$ cat src/logic/wipe_host_defines.svh
// Constants for the flash wipe and halted-program host controller.
`ifndef WIPE_HOST_DEFINES_SVH
`define WIPE_HOST_DEFINES_SVH

`define CLK_PERIOD_NS        10
`define T_ACC_NS             70
`define T_WE_PULSE_NS        50
`define T_HALT_LATENCY_US    20
`define T_PAUSE_LATENCY_US   20
`define ACC_CYC              ((`T_ACC_NS + `CLK_PERIOD_NS - 1) / `CLK_PERIOD_NS)
`define RD_STROBE_CYC        (`ACC_CYC + 3)
`define WR_STROBE_CYC        ((`T_WE_PULSE_NS + `CLK_PERIOD_NS - 1) / `CLK_PERIOD_NS)
`define HALT_LATENCY_CYC     ((`T_HALT_LATENCY_US * 1000 + `CLK_PERIOD_NS - 1) / `CLK_PERIOD_NS)
`define PAUSE_LATENCY_CYC    ((`T_PAUSE_LATENCY_US * 1000 + `CLK_PERIOD_NS - 1) / `CLK_PERIOD_NS)
`define POLL_GAP_CYC         100

`define ADDR_UNLOCK1         23'h000555
`define ADDR_UNLOCK2         23'h0002aa
`define ADDR_ANY             23'h000000
`define SECTOR_LSB           15
`define CMD_UNLOCK1          16'h00aa
`define CMD_UNLOCK2          16'h0055
`define CMD_WIPE_ENTER       16'h0080
`define CMD_CHIP_WIPE        16'h0010
`define CMD_BLOCK_WIPE       16'h0030
`define CMD_SUSPEND          16'h00b0
`define CMD_RESUME           16'h0030
`define CMD_WORD_PROG        16'h00a0
`define CMD_BUF_ENTER        16'h0025
`define CMD_BUF_CONFIRM      16'h0029
`define CMD_PROG_PAUSE       16'h0051
`define CMD_PROG_RESUME      16'h0050
`define CMD_SOFT_RESET       16'h00f0
`define CMD_SR_READ          16'h0070
`define CMD_SR_CLEAR         16'h0071
`define CMD_QUERY            16'h0035
`define MAX_WORD_COUNT       16'd127
`define SR_READY_BIT         7
`define DQ_WINDOW_BIT        3
`define DQ_TIME_LIMIT_BIT    5

`define OP_CHIP              4'h1
`define OP_BLOCK             4'h2
`define OP_QUEUE             4'h3
`define OP_SUSPEND           4'h4
`define OP_RESUME            4'h5
`define OP_WORD              4'h6
`define OP_BUF_OPEN          4'h7
`define OP_BUF_WORD          4'h8
`define OP_BUF_CONFIRM       4'h9
`define OP_PAUSE             4'ha
`define OP_PROG_RESUME       4'hb
`define OP_RESET             4'hc
`define OP_SR_CLEAR          4'hd
`define OP_QUERY             4'he
`define OP_POLL              4'hf

`define K_END                2'h0
`define K_WRITE              2'h1
`define K_READ_SR            2'h2
`define K_READ_DQ            2'h3

`define REG_CMD              4'h0
`define REG_ADDR             4'h1
`define REG_DATA             4'h2
`define REG_STATE            4'h3
`define REG_RESULT           4'h4
`define REG_IRQ_STAT         4'h5
`define REG_IRQ_MASK         4'h6
`define EV_DONE              0
`define EV_HANG              1
`define EV_REFUSED           2
`define EV_HALTED            3

`endif

$ cat src/logic/wipe_host_pkg.sv
// Types for the flash wipe and halted-program host controller.
package wipe_host_pkg;
  typedef enum logic [3:0] {
    read_idle, whole_array_wipe_run, block_wipe_run, wipe_halt_pending, wipe_halted,
    query_wipe_result, halted_buffer_load_words, halted_prog_run, halted_prog_pause_pending,
    halted_prog_paused, wipe_hang
  } mirror_e;
  typedef enum logic [1:0] {ph_idle, ph_fetch, ph_strobe, ph_gap} phase_e;
  typedef logic [3:0] op_t;
  typedef logic [40:0] step_t;
endpackage

$ cat src/logic/wipe_host.sv
// Host controller that sequences wipe, halt and halted-program commands to a NOR flash.
//
// Contract
// - Unlock: AA at 555, then 55 at 2AA.
// - Then 10 at 555 or 30 at block.
// - Timeout hangs until F0 reset.
// - Halted unlock, then A0 or 25.
// - 29 at block when countdown is -1.
//
// Our own choices: the strobed register port and the register offsets.
`timescale 1ns/100ps
`include "wipe_host_defines.svh"

module wipe_host (
  input  wire logic                   i_clk,
  input  wire logic                   i_reset_n,
  input  wire logic [3:0]             i_reg_addr,
  input  wire logic [31:0]            i_reg_wdata,
  input  wire logic                   i_reg_wr,
  input  wire logic                   i_reg_rd,
  output logic [31:0]                 o_reg_rdata,
  output logic                        o_irq,
  output logic [22:0]                 o_fl_addr,
  output logic [15:0]                 o_fl_dq,
  output logic                        o_fl_dq_oe_n,
  input  wire logic [15:0]            i_fl_dq,
  output logic                        o_fl_ce_n,
  output logic                        o_fl_we_n,
  output logic                        o_fl_oe_n
);
  import wipe_host_pkg::*;

  mirror_e     mirror;
  phase_e      phase;
  op_t         op_q;
  logic [2:0]  idx;
  logic [3:0]  strobe_cnt;
  logic [1:0]  kind_q;
  logic [22:0] addr_q;
  logic [15:0] data_q;
  logic [22:0] entry_block_addr;
  logic [7:0]  word_countdown;
  logic        queue_closed;
  logic        hang_in_halt;
  logic [7:0]  status_q;
  logic [7:0]  dq_q;
  logic [3:0]  irq_stat;
  logic [3:0]  irq_mask;
  logic [11:0] lat_cnt;
  logic [7:0]  poll_cnt;
  logic [15:0] dq_s1, dq_s2, dq_s3;
  logic        fin;
  logic        cmd_wr;
  logic        launch_sw;
  logic        launch_poll;
  logic        running;
  logic [3:0]  ev;
  step_t       step;

  ////////////////////////////////////////////////////////////////////////////////
  // Command sequences: each step is a write, a status read or a data-poll read.

  function automatic step_t seq_step(input op_t op, input logic [2:0] i, input logic [22:0] a,
                                     input logic [15:0] d);
    logic [22:0] sa;
    logic        unl;
    step_t       s;
    sa  = {a[22:`SECTOR_LSB], {`SECTOR_LSB{1'b0}}};
    unl = (op == `OP_CHIP) || (op == `OP_BLOCK) || (op == `OP_WORD) || (op == `OP_BUF_OPEN);
    s   = {`K_END, `ADDR_ANY, 16'h0000};
    if (unl && (i == 3'd0 || (i == 3'd3 && op inside {`OP_CHIP, `OP_BLOCK}))) begin
      s = {`K_WRITE, `ADDR_UNLOCK1, `CMD_UNLOCK1};
    end else if (unl && (i == 3'd1 || (i == 3'd4 && op inside {`OP_CHIP, `OP_BLOCK}))) begin
      s = {`K_WRITE, `ADDR_UNLOCK2, `CMD_UNLOCK2};
    end else begin
      case (op)
        `OP_CHIP, `OP_BLOCK: begin
          if (i == 3'd2) s = {`K_WRITE, `ADDR_UNLOCK1, `CMD_WIPE_ENTER};
          else if (i == 3'd5 && op == `OP_CHIP) s = {`K_WRITE, `ADDR_UNLOCK1, `CMD_CHIP_WIPE};
          else if (i == 3'd5) s = {`K_WRITE, sa, `CMD_BLOCK_WIPE};
        end
        `OP_WORD: begin
          if (i == 3'd2) s = {`K_WRITE, `ADDR_UNLOCK1, `CMD_WORD_PROG};
          else if (i == 3'd3) s = {`K_WRITE, a, d};
        end
        `OP_BUF_OPEN: begin
          if (i == 3'd2) s = {`K_WRITE, sa, `CMD_BUF_ENTER};
          else if (i == 3'd3) s = {`K_WRITE, sa, d};
        end
        `OP_QUEUE:       if (i == 3'd0) s = {`K_WRITE, sa, `CMD_BLOCK_WIPE};
        `OP_SUSPEND:     if (i == 3'd0) s = {`K_WRITE, `ADDR_ANY, `CMD_SUSPEND};
        `OP_RESUME:      if (i == 3'd0) s = {`K_WRITE, `ADDR_ANY, `CMD_RESUME};
        `OP_BUF_WORD:    if (i == 3'd0) s = {`K_WRITE, a, d};
        `OP_BUF_CONFIRM: if (i == 3'd0) s = {`K_WRITE, sa, `CMD_BUF_CONFIRM};
        `OP_PAUSE:       if (i == 3'd0) s = {`K_WRITE, `ADDR_ANY, `CMD_PROG_PAUSE};
        `OP_PROG_RESUME: if (i == 3'd0) s = {`K_WRITE, `ADDR_ANY, `CMD_PROG_RESUME};
        `OP_RESET:       if (i == 3'd0) s = {`K_WRITE, `ADDR_ANY, `CMD_SOFT_RESET};
        `OP_SR_CLEAR:    if (i == 3'd0) s = {`K_WRITE, `ADDR_UNLOCK1, `CMD_SR_CLEAR};
        `OP_QUERY:       if (i == 3'd0) s = {`K_WRITE, sa | `ADDR_UNLOCK1, `CMD_QUERY};
        `OP_POLL: begin
          if (i == 3'd0) s = {`K_WRITE, `ADDR_UNLOCK1, `CMD_SR_READ};
          else if (i == 3'd1) s = {`K_READ_SR, `ADDR_ANY, 16'h0000};
          else if (i == 3'd2) s = {`K_READ_DQ, sa, 16'h0000};
        end
        default: s = {`K_END, `ADDR_ANY, 16'h0000};
      endcase
    end
    return s;
  endfunction

  // Software commands are launched only when valid for the mirrored state and the last polled status.
  function automatic logic op_legal(input op_t op, input mirror_e m, input logic rdy, input logic win,
                                    input logic qc, input logic [7:0] cd, input logic [15:0] d,
                                    input logic same_blk);
    case (op)
      `OP_CHIP, `OP_BLOCK, `OP_QUERY: return m == read_idle;
      `OP_QUEUE:       return m == block_wipe_run && !win && !qc && !rdy;
      `OP_SUSPEND:     return (m == block_wipe_run || m == halted_prog_run) && !rdy;
      `OP_RESUME, `OP_WORD, `OP_SR_CLEAR: return m == wipe_halted;
      `OP_BUF_OPEN:    return m == wipe_halted && d <= `MAX_WORD_COUNT;
      `OP_BUF_WORD:    return m == halted_buffer_load_words && !cd[7] && same_blk;
      `OP_BUF_CONFIRM: return m == halted_buffer_load_words && cd == 8'hff && same_blk;
      `OP_PAUSE:       return m == halted_prog_run && !rdy;
      `OP_PROG_RESUME: return m == halted_prog_paused;
      `OP_RESET:       return m == wipe_hang || m == wipe_halted || (m == halted_prog_run && rdy);
      default:         return 1'b0;
    endcase
  endfunction

  ////////////////////////////////////////////////////////////////////////////////
  // Launch and bus sequencing.

  assign cmd_wr    = i_reg_wr && i_reg_addr == `REG_CMD;
  assign running   = mirror inside {whole_array_wipe_run, block_wipe_run, query_wipe_result, halted_prog_run};
  assign launch_sw = cmd_wr && phase == ph_idle &&
                     op_legal(op_t'(i_reg_wdata[3:0]), mirror, status_q[`SR_READY_BIT], dq_q[`DQ_WINDOW_BIT],
                              queue_closed, word_countdown, data_q,
                              addr_q[22:`SECTOR_LSB] == entry_block_addr[22:`SECTOR_LSB]);
  assign launch_poll = !cmd_wr && phase == ph_idle && running && poll_cnt == 8'(`POLL_GAP_CYC);
  assign step      = seq_step(op_q, idx, addr_q, data_q);
  assign fin       = phase == ph_fetch && step[40:39] == `K_END;

  always_ff @(posedge i_clk) begin
    dq_s1 <= i_fl_dq;
    dq_s2 <= dq_s1;
    dq_s3 <= dq_s2;
  end

  always_ff @(posedge i_clk) begin
    if (!i_reset_n) begin
      phase        <= ph_idle;
      op_q         <= 4'h0;
      idx          <= 3'd0;
      strobe_cnt   <= 4'h0;
      kind_q       <= `K_END;
      o_fl_addr    <= `ADDR_ANY;
      o_fl_dq      <= 16'h0000;
      o_fl_dq_oe_n <= 1'b1;
      o_fl_ce_n    <= 1'b1;
      o_fl_we_n    <= 1'b1;
      o_fl_oe_n    <= 1'b1;
      status_q     <= 8'h00;
      dq_q         <= 8'h00;
    end else begin
      case (phase)
        ph_idle: begin
          if (launch_sw || launch_poll) begin
            op_q  <= launch_sw ? op_t'(i_reg_wdata[3:0]) : `OP_POLL;
            idx   <= 3'd0;
            phase <= ph_fetch;
          end
        end
        ph_fetch: begin
          if (step[40:39] == `K_END) begin
            phase <= ph_idle;
          end else begin
            kind_q       <= step[40:39];
            o_fl_addr    <= step[38:16];
            o_fl_dq      <= step[15:0];
            o_fl_ce_n    <= 1'b0;
            o_fl_dq_oe_n <= step[40:39] != `K_WRITE;
            o_fl_we_n    <= step[40:39] != `K_WRITE;
            o_fl_oe_n    <= step[40:39] == `K_WRITE;
            strobe_cnt   <= 4'h0;
            phase        <= ph_strobe;
          end
        end
        ph_strobe: begin
          if (kind_q == `K_WRITE && strobe_cnt == 4'(`WR_STROBE_CYC - 1)) begin
            o_fl_we_n <= 1'b1;
            phase     <= ph_gap;
          end else if (kind_q != `K_WRITE && strobe_cnt >= 4'(`RD_STROBE_CYC - 1) && dq_s2 == dq_s3) begin
            o_fl_oe_n <= 1'b1;
            phase     <= ph_gap;
            if (kind_q == `K_READ_SR) status_q <= dq_s3[7:0];
            else dq_q <= dq_s3[7:0];
          end else begin
            strobe_cnt <= strobe_cnt + 4'h1;
          end
        end
        ph_gap: begin
          o_fl_ce_n    <= 1'b1;
          o_fl_dq_oe_n <= 1'b1;
          idx          <= idx + 3'd1;
          phase        <= ph_fetch;
        end
        default: phase <= ph_idle;
      endcase
    end
  end

  ////////////////////////////////////////////////////////////////////////////////
  // Mirror of the device's command state.

  always_ff @(posedge i_clk) begin
    if (!i_reset_n) begin
      mirror           <= read_idle;
      queue_closed     <= 1'b0;
      hang_in_halt     <= 1'b0;
      word_countdown   <= 8'hff;
      entry_block_addr <= `ADDR_ANY;
      lat_cnt          <= 12'h000;
    end else begin
      lat_cnt <= (mirror == wipe_halt_pending || mirror == halted_prog_pause_pending) ? lat_cnt + 12'h001 : 12'h000;
      if (mirror == wipe_halt_pending && lat_cnt == 12'(`HALT_LATENCY_CYC - 1)) begin
        mirror <= wipe_halted;
      end else if (mirror == halted_prog_pause_pending && lat_cnt == 12'(`PAUSE_LATENCY_CYC - 1)) begin
        mirror <= halted_prog_paused;
      end else if (fin) begin
        case (op_q)
          `OP_CHIP: mirror <= whole_array_wipe_run;
          `OP_BLOCK: begin
            mirror       <= block_wipe_run;
            queue_closed <= 1'b0;
          end
          `OP_SUSPEND: begin
            if (mirror == block_wipe_run) begin
              mirror <= wipe_halt_pending;
              if (!dq_q[`DQ_WINDOW_BIT]) queue_closed <= 1'b1;
            end else begin
              mirror <= halted_prog_pause_pending;
            end
          end
          `OP_PAUSE: mirror <= halted_prog_pause_pending;
          `OP_RESUME: mirror <= block_wipe_run;
          `OP_WORD, `OP_BUF_CONFIRM, `OP_PROG_RESUME: mirror <= halted_prog_run;
          `OP_BUF_OPEN: begin
            mirror           <= halted_buffer_load_words;
            word_countdown   <= data_q[7:0];
            entry_block_addr <= addr_q;
          end
          `OP_BUF_WORD: word_countdown <= word_countdown - 8'h01;
          `OP_RESET: begin
            if (mirror == wipe_hang) mirror <= hang_in_halt ? wipe_halted : read_idle;
            else if (mirror == halted_prog_run) mirror <= wipe_halted;
          end
          `OP_QUERY: mirror <= query_wipe_result;
          `OP_POLL: begin
            if (running && status_q[`SR_READY_BIT]) begin
              if (dq_q[`DQ_TIME_LIMIT_BIT]) begin
                mirror       <= wipe_hang;
                hang_in_halt <= mirror == halted_prog_run;
              end else begin
                mirror <= (mirror == halted_prog_run) ? wipe_halted : read_idle;
              end
            end
          end
          default: mirror <= mirror;
        endcase
      end
    end
  end

  always_ff @(posedge i_clk) begin
    if (!i_reset_n || phase != ph_idle || !running) poll_cnt <= 8'h00;
    else if (poll_cnt != 8'(`POLL_GAP_CYC)) poll_cnt <= poll_cnt + 8'h01;
  end

  ////////////////////////////////////////////////////////////////////////////////
  // Software registers and interrupt.

  always_comb begin
    ev              = 4'h0;
    ev[`EV_DONE]    = fin && op_q == `OP_POLL && running && status_q[`SR_READY_BIT] && !dq_q[`DQ_TIME_LIMIT_BIT];
    ev[`EV_HANG]    = fin && op_q == `OP_POLL && running && status_q[`SR_READY_BIT] && dq_q[`DQ_TIME_LIMIT_BIT];
    ev[`EV_REFUSED] = cmd_wr && !launch_sw;
    ev[`EV_HALTED]  = (mirror == wipe_halt_pending && lat_cnt == 12'(`HALT_LATENCY_CYC - 1)) ||
                      (mirror == halted_prog_pause_pending && lat_cnt == 12'(`PAUSE_LATENCY_CYC - 1));
  end

  always_ff @(posedge i_clk) begin
    if (!i_reset_n) begin
      addr_q   <= `ADDR_ANY;
      data_q   <= 16'h0000;
      irq_mask <= 4'h0;
    end else if (i_reg_wr && phase == ph_idle) begin
      if (i_reg_addr == `REG_ADDR) addr_q <= i_reg_wdata[22:0];
      if (i_reg_addr == `REG_DATA) data_q <= i_reg_wdata[15:0];
      if (i_reg_addr == `REG_IRQ_MASK) irq_mask <= i_reg_wdata[3:0];
    end else if (i_reg_wr && i_reg_addr == `REG_IRQ_MASK) begin
      irq_mask <= i_reg_wdata[3:0];
    end
  end

  always_ff @(posedge i_clk) begin
    if (!i_reset_n) irq_stat <= 4'h0;
    else irq_stat <= (irq_stat & ~((i_reg_wr && i_reg_addr == `REG_IRQ_STAT) ? i_reg_wdata[3:0] : 4'h0)) | ev;
  end

  assign o_irq = |(irq_stat & irq_mask);

  always_ff @(posedge i_clk) begin
    if (!i_reset_n) begin
      o_reg_rdata <= 32'h00000000;
    end else if (i_reg_rd) begin
      case (i_reg_addr)
        `REG_ADDR:     o_reg_rdata <= {9'h000, addr_q};
        `REG_DATA:     o_reg_rdata <= {16'h0000, data_q};
        `REG_STATE:    o_reg_rdata <= {16'h0000, word_countdown, 2'b00, queue_closed, phase != ph_idle, mirror};
        `REG_RESULT:   o_reg_rdata <= {16'h0000, dq_q, status_q};
        `REG_IRQ_STAT: o_reg_rdata <= {28'h0000000, irq_stat};
        `REG_IRQ_MASK: o_reg_rdata <= {28'h0000000, irq_mask};
        default:       o_reg_rdata <= 32'h00000000;
      endcase
    end else begin
      o_reg_rdata <= 32'h00000000;
    end
  end

endmodule

$ cat config.mk
export PLATFORM = sky130hd
export DESIGN_NAME = wipe_host
export DESIGN_NICKNAME = d
export VERILOG_FILES = /design/src/logic/wipe_host_pkg.sv /design/src/logic/wipe_host.sv
export VERILOG_INCLUDE_DIRS = /design/src /design/src/logic
export SDC_FILE = /design/constraint.sdc
export NUM_CORES = 1
export LEC_CHECK = 0
export BUFFER_PORTS_ARGS = -buffer_cell sky130_fd_sc_hd__buf_2
export CAP_MARGIN = 20
export CORE_MARGIN = 8
export CORE_UTILIZATION = 58
export CTS_CLUSTER_DIAMETER = 60
export DETAILED_ROUTE_END_ITERATION = 10
export GPL_TIMING_DRIVEN = 0
export PLACE_DENSITY_LB_ADDON = 0.15
export SLEW_MARGIN = 10
export SYNTH_ARGS = -nofsm -noshare
export SYNTH_HDL_FRONTEND = slang
export SYNTH_SLANG_ARGS = --single-unit
$ cat constraint.sdc
create_clock -name i_clk -period 3.9 [get_ports i_clk]
set_input_delay 1.17 -clock i_clk [delete_from_list [all_inputs] [get_ports i_clk]]
set_output_delay 1.17 -clock i_clk [all_outputs]
set_load 0.01 [all_outputs]
### Word level (Yosys, flattened, before mapping)

Cells that the tools add are included.

| storage, ports and cells | value |
|---|---|
| register bits after elaboration | 258 |
| bits in latches | 0 |
| bits in writable memories | 0 |
| bits in read-only memories | 0 |
| input port bits | 56 |
| memories | 0 |

| cells by class | value |
|---|---|
| add/subtract/negate cells | 5 |
| $mul | 0 |
| divide/modulo/power cells | 0 |
| $lt $le $gt $ge | 2 |
| eq/ne operators | 81 |
| shifts and indexed selects | 0 |
| mux-type cells | 66 |
| bitwise operators | 10 |
| reductions and logical operators | 109 |

Operator list:

| cell | number |
|---|---|
| 40-bit two-way mux | 17 |
| 41-bit case mux with 14 select lines | 1 |
| 41-bit two-way mux | 5 |
| 23-bit case mux with 6 select lines | 1 |
| 4-bit == test (second input constant) | 18 |
| 4-bit by 3-bit == test with 1-bit output (second input constant) | 16 |
| 4-bit two-way mux | 15 |
| 1-bit logical AND | 38 |
| 4-bit case mux with 9 select lines | 1 |
| 4-bit AND reduction | 9 |
| 4-bit by 2-bit == test with 1-bit output (second input constant) | 8 |
| 2-bit AND reduction | 10 |
| 2-bit != test (second input constant) | 9 |
| 2-bit nonzero test | 9 |
| 16-bit == test | 1 |
| 4-bit by 1-bit == test with 1-bit output (second input constant) | 4 |
| 16-bit by 7-bit less-or-equal comparator with 1-bit output (second input constant) | 1 |
| 8-bit case mux with 2 select lines | 1 |
| 1-bit logical OR | 13 |
| 12-bit by 1-bit adder with 12-bit output (second input constant) | 1 |
| 12-bit by 11-bit == test with 1-bit output (second input constant) | 1 |
| 3-bit two-way mux | 4 |
| 6-bit AND reduction | 2 |
| 3-bit OR reduction | 4 |
| other kinds (41) | 84 |

### Depth between registers and ports, before layout

Gate-level depths: netlist (run 1).

| logic depth | value |
|---|---|
| depth after elaboration | 14 |
| gate-level depth with buffers | 12 |

### Worst setup path before layout (run 1)

Ideal clock, no wire load.

| timing path | value |
|---|---|
| kind | in2reg |
| start point | in i_reg_wdata[1] |
| end point | reg idx[1] |
| setup time | 0.130 ns |
| arrival | 3.176 ns |
| required time | 3.770 ns |
| slack | 0.594 ns |
| stages | 9 |
| cells stage by stage | buf_6 > nand2b_1 > or3_1 > a2111oi_2 > nor4_1 > or4_4 > buf_6 > a31oi_4 > o32ai_1 |

| on the way | value |
|---|---|
| word-level cells in the longest chain between the ends | 7 |

Ends and longest elaborated chain:

| item | line | source |
|---|---|---|
| start: declaration | wipe_host.sv:18 | `input wire logic [31:0] i_reg_wdata,` |
| 4-bit by 3-bit == test with 1-bit output, or another cell as far along | wipe_host.sv:115 | `case (op)` |
| 3-bit OR reduction | wipe_host.sv:115 |  |
| 1-bit case mux with 10 select lines * | wipe_host.sv:115 |  |
| 1-bit logical AND * | wipe_host.sv:135 | `assign launch_sw = cmd_wr && phase == ph_idle &&` |
| 1-bit logical OR * | wipe_host.sv:167 | `if (launch_sw \|\| launch_poll) begin` |
| 2-bit != test (no line) * | -- |  |
| 2-bit AND reduction (no line) * | -- |  |
| end signal: assignment | wipe_host.sv:204 | `idx <= idx + 3'd1;` |
| end: declaration | wipe_host.sv:36 | `logic [2:0] idx;` |

Mark *: on every way between the ends. The rest lies on a longest branch, timed or not.
A chain may end at the register's enable or synchronous reset.

### Worst setup path in the final report (run 1)

| timing path | value |
|---|---|
| start point | reg idx[0] |
| end point | reg o_fl_addr[22] |

| on the way | value |
|---|---|
| word-level cells in the longest chain between the ends | 10 |

Ends and longest elaborated chain:

| item | line | source |
|---|---|---|
| 3-bit by 2-bit == test with 1-bit output / 3-bit == test (equally long branches) | -- |  |
| 41-bit two-way mux, or another cell as far along | wipe_host.sv:103 | `` else if (i == 3'd2) s = {`K_READ_DQ, sa, 16'h0000}; `` |
| 41-bit two-way mux / 40-bit two-way mux (equally long branches) | wipe_host.sv:102, wipe_host.sv:79 |  |
| 41-bit two-way mux / 40-bit two-way mux (equally long branches) | wipe_host.sv:101, wipe_host.sv:78 |  |
| 41-bit case mux with 14 select lines | wipe_host.sv:76 | `case (op)` |
| 41-bit two-way mux | wipe_host.sv:73 | `` end else if (unl && (i == 3'd1 \|\| (i == 3'd4 && op inside {`OP_CHIP, `OP_BLOCK}))) begin `` |
| 41-bit two-way mux * | wipe_host.sv:71 | `` if (unl && (i == 3'd0 \|\| (i == 3'd3 && op inside {`OP_CHIP, `OP_BLOCK}))) begin `` |
| 2-bit logical NOT (no line) | -- |  |
| 1-bit NOT (no line) | -- |  |
| 2-bit AND reduction (no line) | -- |  |
| end signal: assignment | wipe_host.sv:156 | `` o_fl_addr <= `ADDR_ANY; `` |
| end signal: assignment | wipe_host.sv:178 | `o_fl_addr <= step[38:16];` |
| end: declaration | wipe_host.sv:23 | `output logic [22:0] o_fl_addr,` |

Marks and branches as above.

==> results of run 1 <==
-- layout by cell type, fill, tap and decap left out, drive strengths merged, types with 15 or more instances in the layout --
cell type and instances:
dfxtp 234, inv 31, xor2 23, mux2i 27, a21oi 139, o21ai 29, xnor2 21, nor2b 15
buf 141, a22oi 33, nor2 88, nor3 29, nand2b 18, nand2 189, nand3 47, ha 18
clkbuf 83
-- layer usage --
| layer | vias up | GRT usage | share of wire |
|---|---|---|---|
| met5 | - | 0 | 0 |
| li1 | 4579 | - | - |
| met3 | 70 | 0.0641 | 0.11 |
| met4 | 0 | 0.0985 | 0.034 |
| met2 | 491 | 0.430 | 0.45 |
| met1 | 4473 | 0.361 | 0.41 |
-- how the worst max path moves through the flow --
stage / end / slack, ps / cells after the start
5_1_grt: o_fl_addr[22] / 390 / 12
3_3_place_gp: idx[1] / 390 / 9
2_1_floorplan: idx[1] / 590 / 9
4_1_cts: o_fl_addr[15] / 620 / 12
3_5_place_dp: addr_q[17] / 380 / 8
6_report: o_fl_addr[22] / 590 / 12
-- registers in the layout, indices dropped and copies added, names as in the netlist, 2 cells and up --
register          cells
dq_q                  8
dq_s1                16
word_countdown        8
op_q                  4
idx                   3
lat_cnt              12
irq_mask              4
dq_s2                16
o_fl_addr            23
poll_cnt              8
o_reg_rdata          23
mirror                4
strobe_cnt            4
entry_block_addr      8
dq_s3                16
addr_q               23
irq_stat              4
kind_q                2
status_q              8
data_q               16
phase                 2
o_fl_dq              16
-- power by group through the flow --
stage | registers [mW] | logic (mW) | clock network (mW)
after floorplan | 2.50 | 0.165 | 0
after global placement | 2.50 | 0.251 | 0
after detailed placement | 2.50 | 0.253 | 0
after CTS | 2.45 | 0.255 | 2.35
after global routing | 2.45 | 0.283 | 2.46
final | 2.45 | 0.262 | 2.34
-- cell type report --
cell class | count | area, um^2 | area share
multi-input combinational | 879 | 5230 | 0.433
sequential | 234 | 4680 | 0.388
clock buffer | 29 | 671 | 0.0556
timing repair buffer | 109 | 546 | 0.0452
buffer | 86 | 405 | 0.0336
tap | 229 | 287 | 0.0237
clock inverter | 13 | 130 | 0.0108
inverter | 30 | 113 | 0.00933
antenna | 1 | 2.50 | 0.000207
-- logic make-up after synthesis --
| kind of cell | after synthesis | synth area share |
|---|---|---|
| mux | 28 | 0.0271 |
| compound gates | 302 | 0.190 |
| fa+ha+maj | 18 | 0.0217 |
| flops | 234 | 0.450 |
| other cells | 1 | 0.000360 |
| buf+inv | 116 | 0.0498 |
| simple gates | 478 | 0.224 |
| xor+xnor | 44 | 0.0370 |
-- worst max-delay path, stage by stage (launching register included) --
cell       delay (ps)
dfxtp_1           400
inv_1             100
ha_1              190
buf_2             170
and4b_4           240
a22o_1            260
nand4bb_4         300
or3_1             450
nand2_1           230
buf_2             230
clkbuf_1          420
nand2_1           100
a21oi_1           140
-- stage by stage --
stage | setup WS [ps] | util
2_1_floorplan | 594 | -
4_1_cts | 620 | 0.679
6_report | 592 | 0.679
3_3_place_gp | 386 | 0.633
3_5_place_dp | 380 | 0.634
5_1_grt | 391 | 0.679
==> impl_metrics.env, run 1 <==
export IMPL_coreArea_um2=17800
export IMPL_power_leakage_nw=4.76
export IMPL_synth_top_flop_cell="dfxtp_1"
export IMPL_fin_crit_ps=3310
export IMPL_max_cap_violations=0
export IMPL_swShare=0.233
export IMPL_cp_max_fo=10
export IMPL_vias=9613
export IMPL_p_switching_mw=1.18
export IMPL_cts_sinks=234
export IMPL_ys_async_sr_fraction=0
export IMPL_whs_ps=326
export IMPL_die_x_um=150
export IMPL_hold_depth=0
export IMPL_wl_mm=31.2
export IMPL_avgSynthCellArea_um2=8.52
export IMPL_slew_violations=0
export IMPL_postPlaceCellArea_um2=11300
export IMPL_syn_to_final_growth_pct=16.0
export IMPL_setup_viol=0
export IMPL_worst_setup_path_end_kind="register"
export IMPL_final_hold_violation_count=0
export IMPL_wl_per_cell_um=19.4
export IMPL_firstDrtPassIters=6
export IMPL_r2r_end="o_fl_addr[22]"
export IMPL_ir_worst_vdd_mv=0.461
export IMPL_max_freq_ghz=0.302
export IMPL_die_area_um2=22500
export IMPL_initial_core_util=0.585
export IMPL_holdCritStartpoint="dq_s1[3]"
export IMPL_r2r_cells=12
export IMPL_vias_per_cell=5.97
export IMPL_gp_congestion=0.974
export IMPL_clk_latency_ps=520
export IMPL_grtUsageTotal=0.274
export IMPL_arrival_ps=3750
export IMPL_post_synth_top_count_cell="dfxtp_1"
export IMPL_fin_area_um2=12100
export IMPL_ctsHtreeMaxLevel=1
export IMPL_cts_resized=0
export IMPL_rows=49
export IMPL_fin_nets=1439
export IMPL_crit_path_start="idx[0]"
export IMPL_synth_seq_cells=234
export IMPL_finalClockSkew_ps=19.0
export IMPL_synth_area_um2=10400
export IMPL_p_comb_frac=0.052
export IMPL_layout_drive_gt1_share=0.154
export IMPL_drc=0
export IMPL_antenna_found_initial=0
export IMPL_syn_inst=1221
export IMPL_cts_root_buffer="clkbuf_16"
export IMPL_setup_tns_ps=0
export IMPL_synth_cell_types=85
export IMPL_first_global_vias=9153
export IMPL_numPortBuffers=108
export IMPL_critPathKind="reg -> reg"
export IMPL_dp_cells=1567
export IMPL_tightestPinTransition_ps=966
export IMPL_yosys_area_top_type="dfxtp_1"
export IMPL_drt_iter0_markers=852
export IMPL_synth_seq_area_share=0.450
export IMPL_fillers=1514
export IMPL_cp_start_kind="register"
export IMPL_p_int_mw=3.87
export IMPL_p_per_area_nw_per_um2=419
export IMPL_cts_hold_buf=0
export IMPL_final_instance_count_excl_fill=1610
export IMPL_ys_top_cells_by_count="dfxtp_1, nand2_1, a21oi_1"
export IMPL_dp_hpwl_mm=23.1
export IMPL_clockBufferDepth=3
export IMPL_r2r_start="idx[0]"
export IMPL_status="finished, final reports clean"
export IMPL_cp_required_ps=4350
export IMPL_p_total_mw=5.05
export IMPL_post_cts_buffers=0
export IMPL_yosysWarnings=0
export IMPL_die_y_um=150
export IMPL_r2r_slack_ps=590
export IMPL_grt_overflow=0
export IMPL_io_pins=132
export IMPL_holdPathEnd="dq_s2[3]"
export IMPL_seqPwrFrac=0.485
export IMPL_hold_class="reg -> reg"
export IMPL_antenna_left=0
export IMPL_period_share=0.848
export IMPL_grt_pass1_wl_mm=49.1
export IMPL_cts_tree="built"
export IMPL_synth_edff_count=0
export IMPL_synth_area_leaders="dfxtp_1, nand2_1, a21oi_1, nor2_1, mux2i_1"
export IMPL_slew_headroom=0.351
export IMPL_yosysTopAreaCellShare=0.450
export IMPL_grt_max_degree=15
export IMPL_clkPwrFrac=0.463
export IMPL_path_clk_slew_ps=60
export IMPL_numCtsBuffers=25
export IMPL_rsz0062_at_grt="no"
(Power assumes the default switching activity.)
==> run 2, diff against run 1 <==
==> constraint.sdc (replaced) <==
create_clock -name i_clk -period 3.3 [get_ports i_clk]
set_input_delay 0.99 -clock i_clk [delete_from_list [all_inputs] [get_ports i_clk]]
set_output_delay 0.99 -clock i_clk [all_outputs]
set_load 0.01 [all_outputs]
==> run 2 against run 1 <==
Against the previous run:
- clock-buffer cell count did not move
- clock skew is 1.5 ps higher
- total power grew 18%
- utilization is 0.12 points higher
- largest power group unchanged
==> impl_metrics.env, run 2 (same netlist as run 1, synthesis figures left out) <==
export IMPL_p_switching_mw=1.39
export IMPL_firstDrtPassIters=6
export IMPL_met1_usage=0.361
export IMPL_slew_violations=0
export IMPL_rows=49
export IMPL_clockBufferDepth=3
export IMPL_slew_headroom=0.340
export IMPL_period_share=0.966
export IMPL_layout_drive_gt1_share=0.156
export IMPL_cts_root_buffer="clkbuf_16"
export IMPL_p_int_mw=4.58
export IMPL_rsz0062_at_grt="no"
export IMPL_critPathKind="reg -> reg"
export IMPL_syn_to_final_growth_pct=16.2
export IMPL_setup_viol=0
export IMPL_clkPwrFrac=0.463
export IMPL_antenna_found_initial=0
export IMPL_vias_per_cell=6.00
export IMPL_p_comb_frac=0.052
export IMPL_diodes=0
export IMPL_max_cap_violations=0
export IMPL_fin_ws_ps=111
export IMPL_finalClockSkew_ps=20.5
export IMPL_drt_iter0_markers=851
export IMPL_final_hold_violation_count=0
export IMPL_fin_crit_ps=3190
export IMPL_wl_mm=31.3
export IMPL_tightestPinTransition_ps=983
export IMPL_holdCritStartpoint="dq_s1[3]"
export IMPL_grt_pass1_wl_mm=49.1
export IMPL_grtUsageMet2=0.430
export IMPL_grt_util_met3=0.0641
export IMPL_initial_core_util=0.585
export IMPL_layout_commonest_cell="dfxtp_1"
export IMPL_final_cell_mix="dfxtp_1, nand2_1, a21oi_1"
export IMPL_worst_setup_path_end_kind="register"
export IMPL_vias=9658
export IMPL_cp_required_ps=3740
export IMPL_p_per_area_nw_per_um2=494
export IMPL_max_freq_ghz=0.314
export IMPL_coreArea_um2=17800
export IMPL_grtUsageTotal=0.274
export IMPL_first_global_vias=9153
export IMPL_r2r_start="idx[0]"
export IMPL_fin_nets=1439
export IMPL_status="finished, final reports clean"
export IMPL_cp_max_fo=10
export IMPL_cts_tree="built"
export IMPL_hold_class="reg -> reg"
export IMPL_seqPwrFrac=0.485
export IMPL_postPlaceCellArea_um2=11300
export IMPL_antenna_left=0
export IMPL_power_leakage_nw=4.78
export IMPL_cp_start_kind="register"
export IMPL_io_pins=132
export IMPL_path_clk_slew_ps=60
export IMPL_swShare=0.233
export IMPL_top_usage_layer="met2"
export IMPL_cts_sinks=234
export IMPL_wl_per_cell_um=19.4
export IMPL_die_area_um2=22500
export IMPL_die_y_um=150
export IMPL_numPortBuffers=108
export IMPL_numCtsBuffers=25
export IMPL_arrival_ps=3630
export IMPL_largest_registers="addr_q (23), o_fl_addr (23), o_reg_rdata (23)"
export IMPL_die_x_um=150
export IMPL_clk_latency_ps=520
export IMPL_post_cts_buffers=0
export IMPL_grt_max_degree=15
export IMPL_fin_area_um2=12100
export IMPL_ir_worst_vdd_mv=0.545
export IMPL_ctsHtreeMaxLevel=1
export IMPL_dpl_worst_slack_ps=-40.2
export IMPL_dp_hpwl_mm=23.1
export IMPL_grt_overflow=0
export IMPL_gp_congestion=0.974
export IMPL_crit_path_start="idx[0]"
export IMPL_drc=0
run 2: cell types whose count changed in the layout (fill, tap and decap cells not counted), sizes merged:
cell,previous run,this run
buf,141,140
diode,1,0
clkbuf,83,84
run 2: what timing repair did:
item | 4_1_cts | 5_1_grt
endpoints found under the setup margin | 0 | 15
hold buffers | 0 | 0
resized for setup | 0 | 6
run 2: power groups by stage:
stage                     clock (mW)  sequential [mW]  combinational [mW]
after global routing            2.90             2.90               0.335
after floorplan                    0             2.95               0.195
after detailed placement           0             2.96               0.299
final                           2.76             2.90               0.309
after CTS                       2.78             2.90               0.302
after global placement             0             2.96               0.297
run 2: path summary, 6_finish.rpt:
kind / slack (ps) / end / cells past startpoint
min: 330 / dq_s2[3] / 0
max: 110 / o_fl_addr[11] / 12
min reg2reg: 330 / dq_s2[3] / 0
max reg2reg: 110 / o_fl_addr[11] / 12
run 2: stage by stage:
| stage | hold slack [ps] | instances | utilization | setup TNS [ps] | power [mW] |
|---|---|---|---|---|---|
| 2_1_floorplan | 310 | 1229 | - | 0 | 3.14 |
| 3_3_place_gp | 310 | 1566 | 0.633 | -64.5 | 3.25 |
| 3_5_place_dp | 312 | 1567 | 0.634 | -199 | 3.26 |
| 4_1_cts | 327 | 1609 | 0.679 | 0 | 5.98 |
| 5_1_grt | 329 | 1609 | 0.680 | 0 | 6.14 |
| 6_report | 326 | 1609 | 0.680 | 0 | 5.97 |
run 2: per-layer routing:
metal / part of all wire / up-vias / wire, um
met5: 0 / - / 0
met4: 0.035 / 0 / 1100
met3: 0.10 / 83 / 3190
met2: 0.45 / 470 / 14000
met1: 0.42 / 4531 / 13000
li1: - / 4574 / -
run 2: area by class of cell:
class	count	area, um^2
Buffer	86	409
Clock buffer	29	671
Clock inverter	13	130
Fill cell	1510	5690
Inverter	30	113
Multi-Input combinational cell	879	5250
Sequential cell	234	4680
Tap cell	229	287
Timing Repair Buffer	109	546
run 2: critical path, stage by stage, from the launching register on:
cell and delay (ps):
dfxtp_1 400, inv_1 100, ha_1 190, buf_2 170
and4b_4 240, a22o_1 260, nand4bb_4 300, or3_1 450
nand2_1 240, buf_2 240, buf_2 300, nand2_1 90
a21oi_1 140
==> run 3, diff against run 2 <==
--- a/config.mk
+++ b/config.mk
@@ -9,7 +9,7 @@
 export BUFFER_PORTS_ARGS = -buffer_cell sky130_fd_sc_hd__buf_2
 export CAP_MARGIN = 20
 export CORE_MARGIN = 8
-export CORE_UTILIZATION = 58
+export CORE_UTILIZATION = 60
 export CTS_CLUSTER_DIAMETER = 60
 export DETAILED_ROUTE_END_ITERATION = 10
 export GPL_TIMING_DRIVEN = 0
==> constraint.sdc (replaced) <==
create_clock -name i_clk -period 3.7 [get_ports i_clk]
set_input_delay 1.11 -clock i_clk [delete_from_list [all_inputs] [get_ports i_clk]]
set_output_delay 1.11 -clock i_clk [all_outputs]
set_load 0.01 [all_outputs]
==> run 3 against run 2 <==
Against the previous run:
- sequential power down 11%
- sequential share of layout area down 0.21 points
- setup slack better by 280 ps
- clock skew down 2.4 ps
- die area down 3.0%
- design area up 0.54%
- first-iteration DRC count up 16%
- utilization up 3.0 points
- maximum frequency down 3.6%
- clock-buffer cell count unchanged
- via count up 1.2%
- final cell count unchanged
==> impl_metrics.env, run 3 (same netlist as run 1, synthesis figures left out) <==
export IMPL_clockBufferDepth=3
export IMPL_ctsHtreeMaxLevel=1
export IMPL_setup_tns_ps=0
export IMPL_p_total_mw=5.50
export IMPL_dp_hpwl_mm=23.6
export IMPL_die_x_um=148
export IMPL_slew_headroom=0.377
export IMPL_wl_mm=31.8
export IMPL_status="finished, final reports clean"
export IMPL_grtUsageTotal=0.280
export IMPL_r2r_cells=12
export IMPL_holdPathEnd="dq_s2[13]"
export IMPL_firstDrtPassIters=9
export IMPL_io_pins=132
export IMPL_wl_per_cell_um=19.8
export IMPL_post_cts_buffers=0
export IMPL_rsz0062_at_grt="no"
export IMPL_cts_root_buffer="clkbuf_16"
export IMPL_r2r_end="o_fl_addr[18]"
export IMPL_seqPwrFrac=0.470
export IMPL_numPortBuffers=108
export IMPL_swShare=0.235
export IMPL_r2r_start="idx[0]"
export IMPL_fin_nets=1439
export IMPL_whs_ps=325
export IMPL_cts_tree="built"
export IMPL_antenna_left=0
export IMPL_die_area_um2=21800
export IMPL_vias_per_cell=6.07
export IMPL_holdCritStartpoint="dq_s1[13]"
export IMPL_cts_hold_buf=0
export IMPL_cp_start_kind="register"
export IMPL_p_switching_mw=1.30
export IMPL_r2r_slack_ps=390
export IMPL_grt_overflow=0
export IMPL_max_freq_ghz=0.302
export IMPL_period_share=0.894
export IMPL_antenna_found_initial=0
export IMPL_grt_pass1_wl_mm=49.1
export IMPL_final_hold_violation_count=0
export IMPL_layout_commonest_cell="dfxtp_1"
export IMPL_slew_violations=0
export IMPL_clkPwrFrac=0.480
export IMPL_hold_depth=0
export IMPL_critPathKind="reg -> reg"
export IMPL_tightestPinTransition_ps=928
export IMPL_p_comb_frac=0.051
export IMPL_cts_resized=0
export IMPL_hold_class="reg -> reg"
export IMPL_final_cell_mix="dfxtp_1, nand2_1, a21oi_1"
export IMPL_numCtsBuffers=26
export IMPL_drt_iter0_markers=991
export IMPL_grt_max_degree=16
export IMPL_setup_viol=0
export IMPL_syn_to_final_growth_pct=16.8
export IMPL_clk_latency_ps=530
export IMPL_rows=48
export IMPL_p_per_area_nw_per_um2=453
export IMPL_crit_path_start="idx[0]"
export IMPL_initial_core_util=0.608
export IMPL_fin_crit_ps=3310
export IMPL_finalClockSkew_ps=18.1
export IMPL_drc=0
export IMPL_vias=9771
export IMPL_die_y_um=148
export IMPL_arrival_ps=3750
export IMPL_max_cap_violations=0
export IMPL_diodes=0
export IMPL_path_clk_slew_ps=60
export IMPL_power_leakage_nw=4.81
export IMPL_cp_required_ps=4140
export IMPL_coreArea_um2=17100
export IMPL_layout_drive_gt1_share=0.157
export IMPL_largest_registers="addr_q (23), o_fl_addr (23), o_reg_rdata (23)"
export IMPL_p_int_mw=4.21
export IMPL_worst_setup_path_end_kind="register"
export IMPL_cp_max_fo=10
export IMPL_cts_sinks=234
export IMPL_ir_worst_vdd_mv=0.510
export IMPL_gp_congestion=0.983
export IMPL_first_global_vias=9109
## run 3: cell count changes in the layout (fill, tap and decap cells not counted), sizes merged
cell | previous run | this run
clkinv | 7 | 12
bufinv | 2 | 3
clkinvlp | 3 | 1
clkbuf | 84 | 83
inv | 31 | 32
## run 3: cell type report
| cell class | count | area, um^2 |
|---|---|---|
| plain buffers | 86 | 405 |
| clock buffers | 29 | 682 |
| clock inverters | 18 | 211 |
| fillers | 1383 | 4960 |
| inverters | 30 | 113 |
| multi-input cells | 879 | 5240 |
| flip-flops and latches | 234 | 4680 |
| well taps | 225 | 282 |
| repair buffers | 108 | 541 |
## run 3: worst max-delay path by stage
| stage | end | slack [ps] | depth (start not counted) |
|---|---|---|---|
| after CTS | o_fl_addr[18] | 430 | 12 |
| final | o_fl_addr[18] | 390 | 12 |
| after floorplan | idx[1] | 450 | 9 |
| after global routing | o_fl_addr[18] | 170 | 12 |
| after detailed placement | idx[1] | 230 | 9 |
| after global placement | idx[1] | 250 | 9 |
## run 3: power by group through the flow
stage	Sequential, mW	Clock, mW	Combinational [mW]
after global placement	2.64	0	0.266
after CTS	2.59	2.66	0.273
final	2.59	2.64	0.278
after detailed placement	2.64	0	0.269
after floorplan	2.63	0	0.174
after global routing	2.59	2.78	0.298
## run 3: per-layer routing
layer	vias up	global-route usage	part of all wire
met3	94	0.0569	0.091
met1	4640	0.360	0.42
met2	450	0.445	0.45
met4	0	0.125	0.043
li1	4587	-	-
met5	-	0	0
## run 3: metrics by stage
step / util / std cells / area (um^2) / setup slack [ps]
floorplan: - / 1229 / 10400 / 454
global placement: 0.658 / 1562 / 11300 / 254
detailed placement: 0.658 / 1562 / 11300 / 227
CTS: 0.710 / 1609 / 12100 / 432
global route: 0.710 / 1609 / 12200 / 170
finish: 0.710 / 1609 / 12200 / 393
## run 3: critical path, cell delays in order, from the launching register on
cell	delay [ps]
dfxtp_1	390
inv_1	100
ha_1	190
buf_2	160
and4b_4	230
a22o_1	250
nand4bb_4	300
or3_1	440
nand2_1	240
buf_2	240
clkbuf_1	410
nand2_1	100
a21oi_1	170
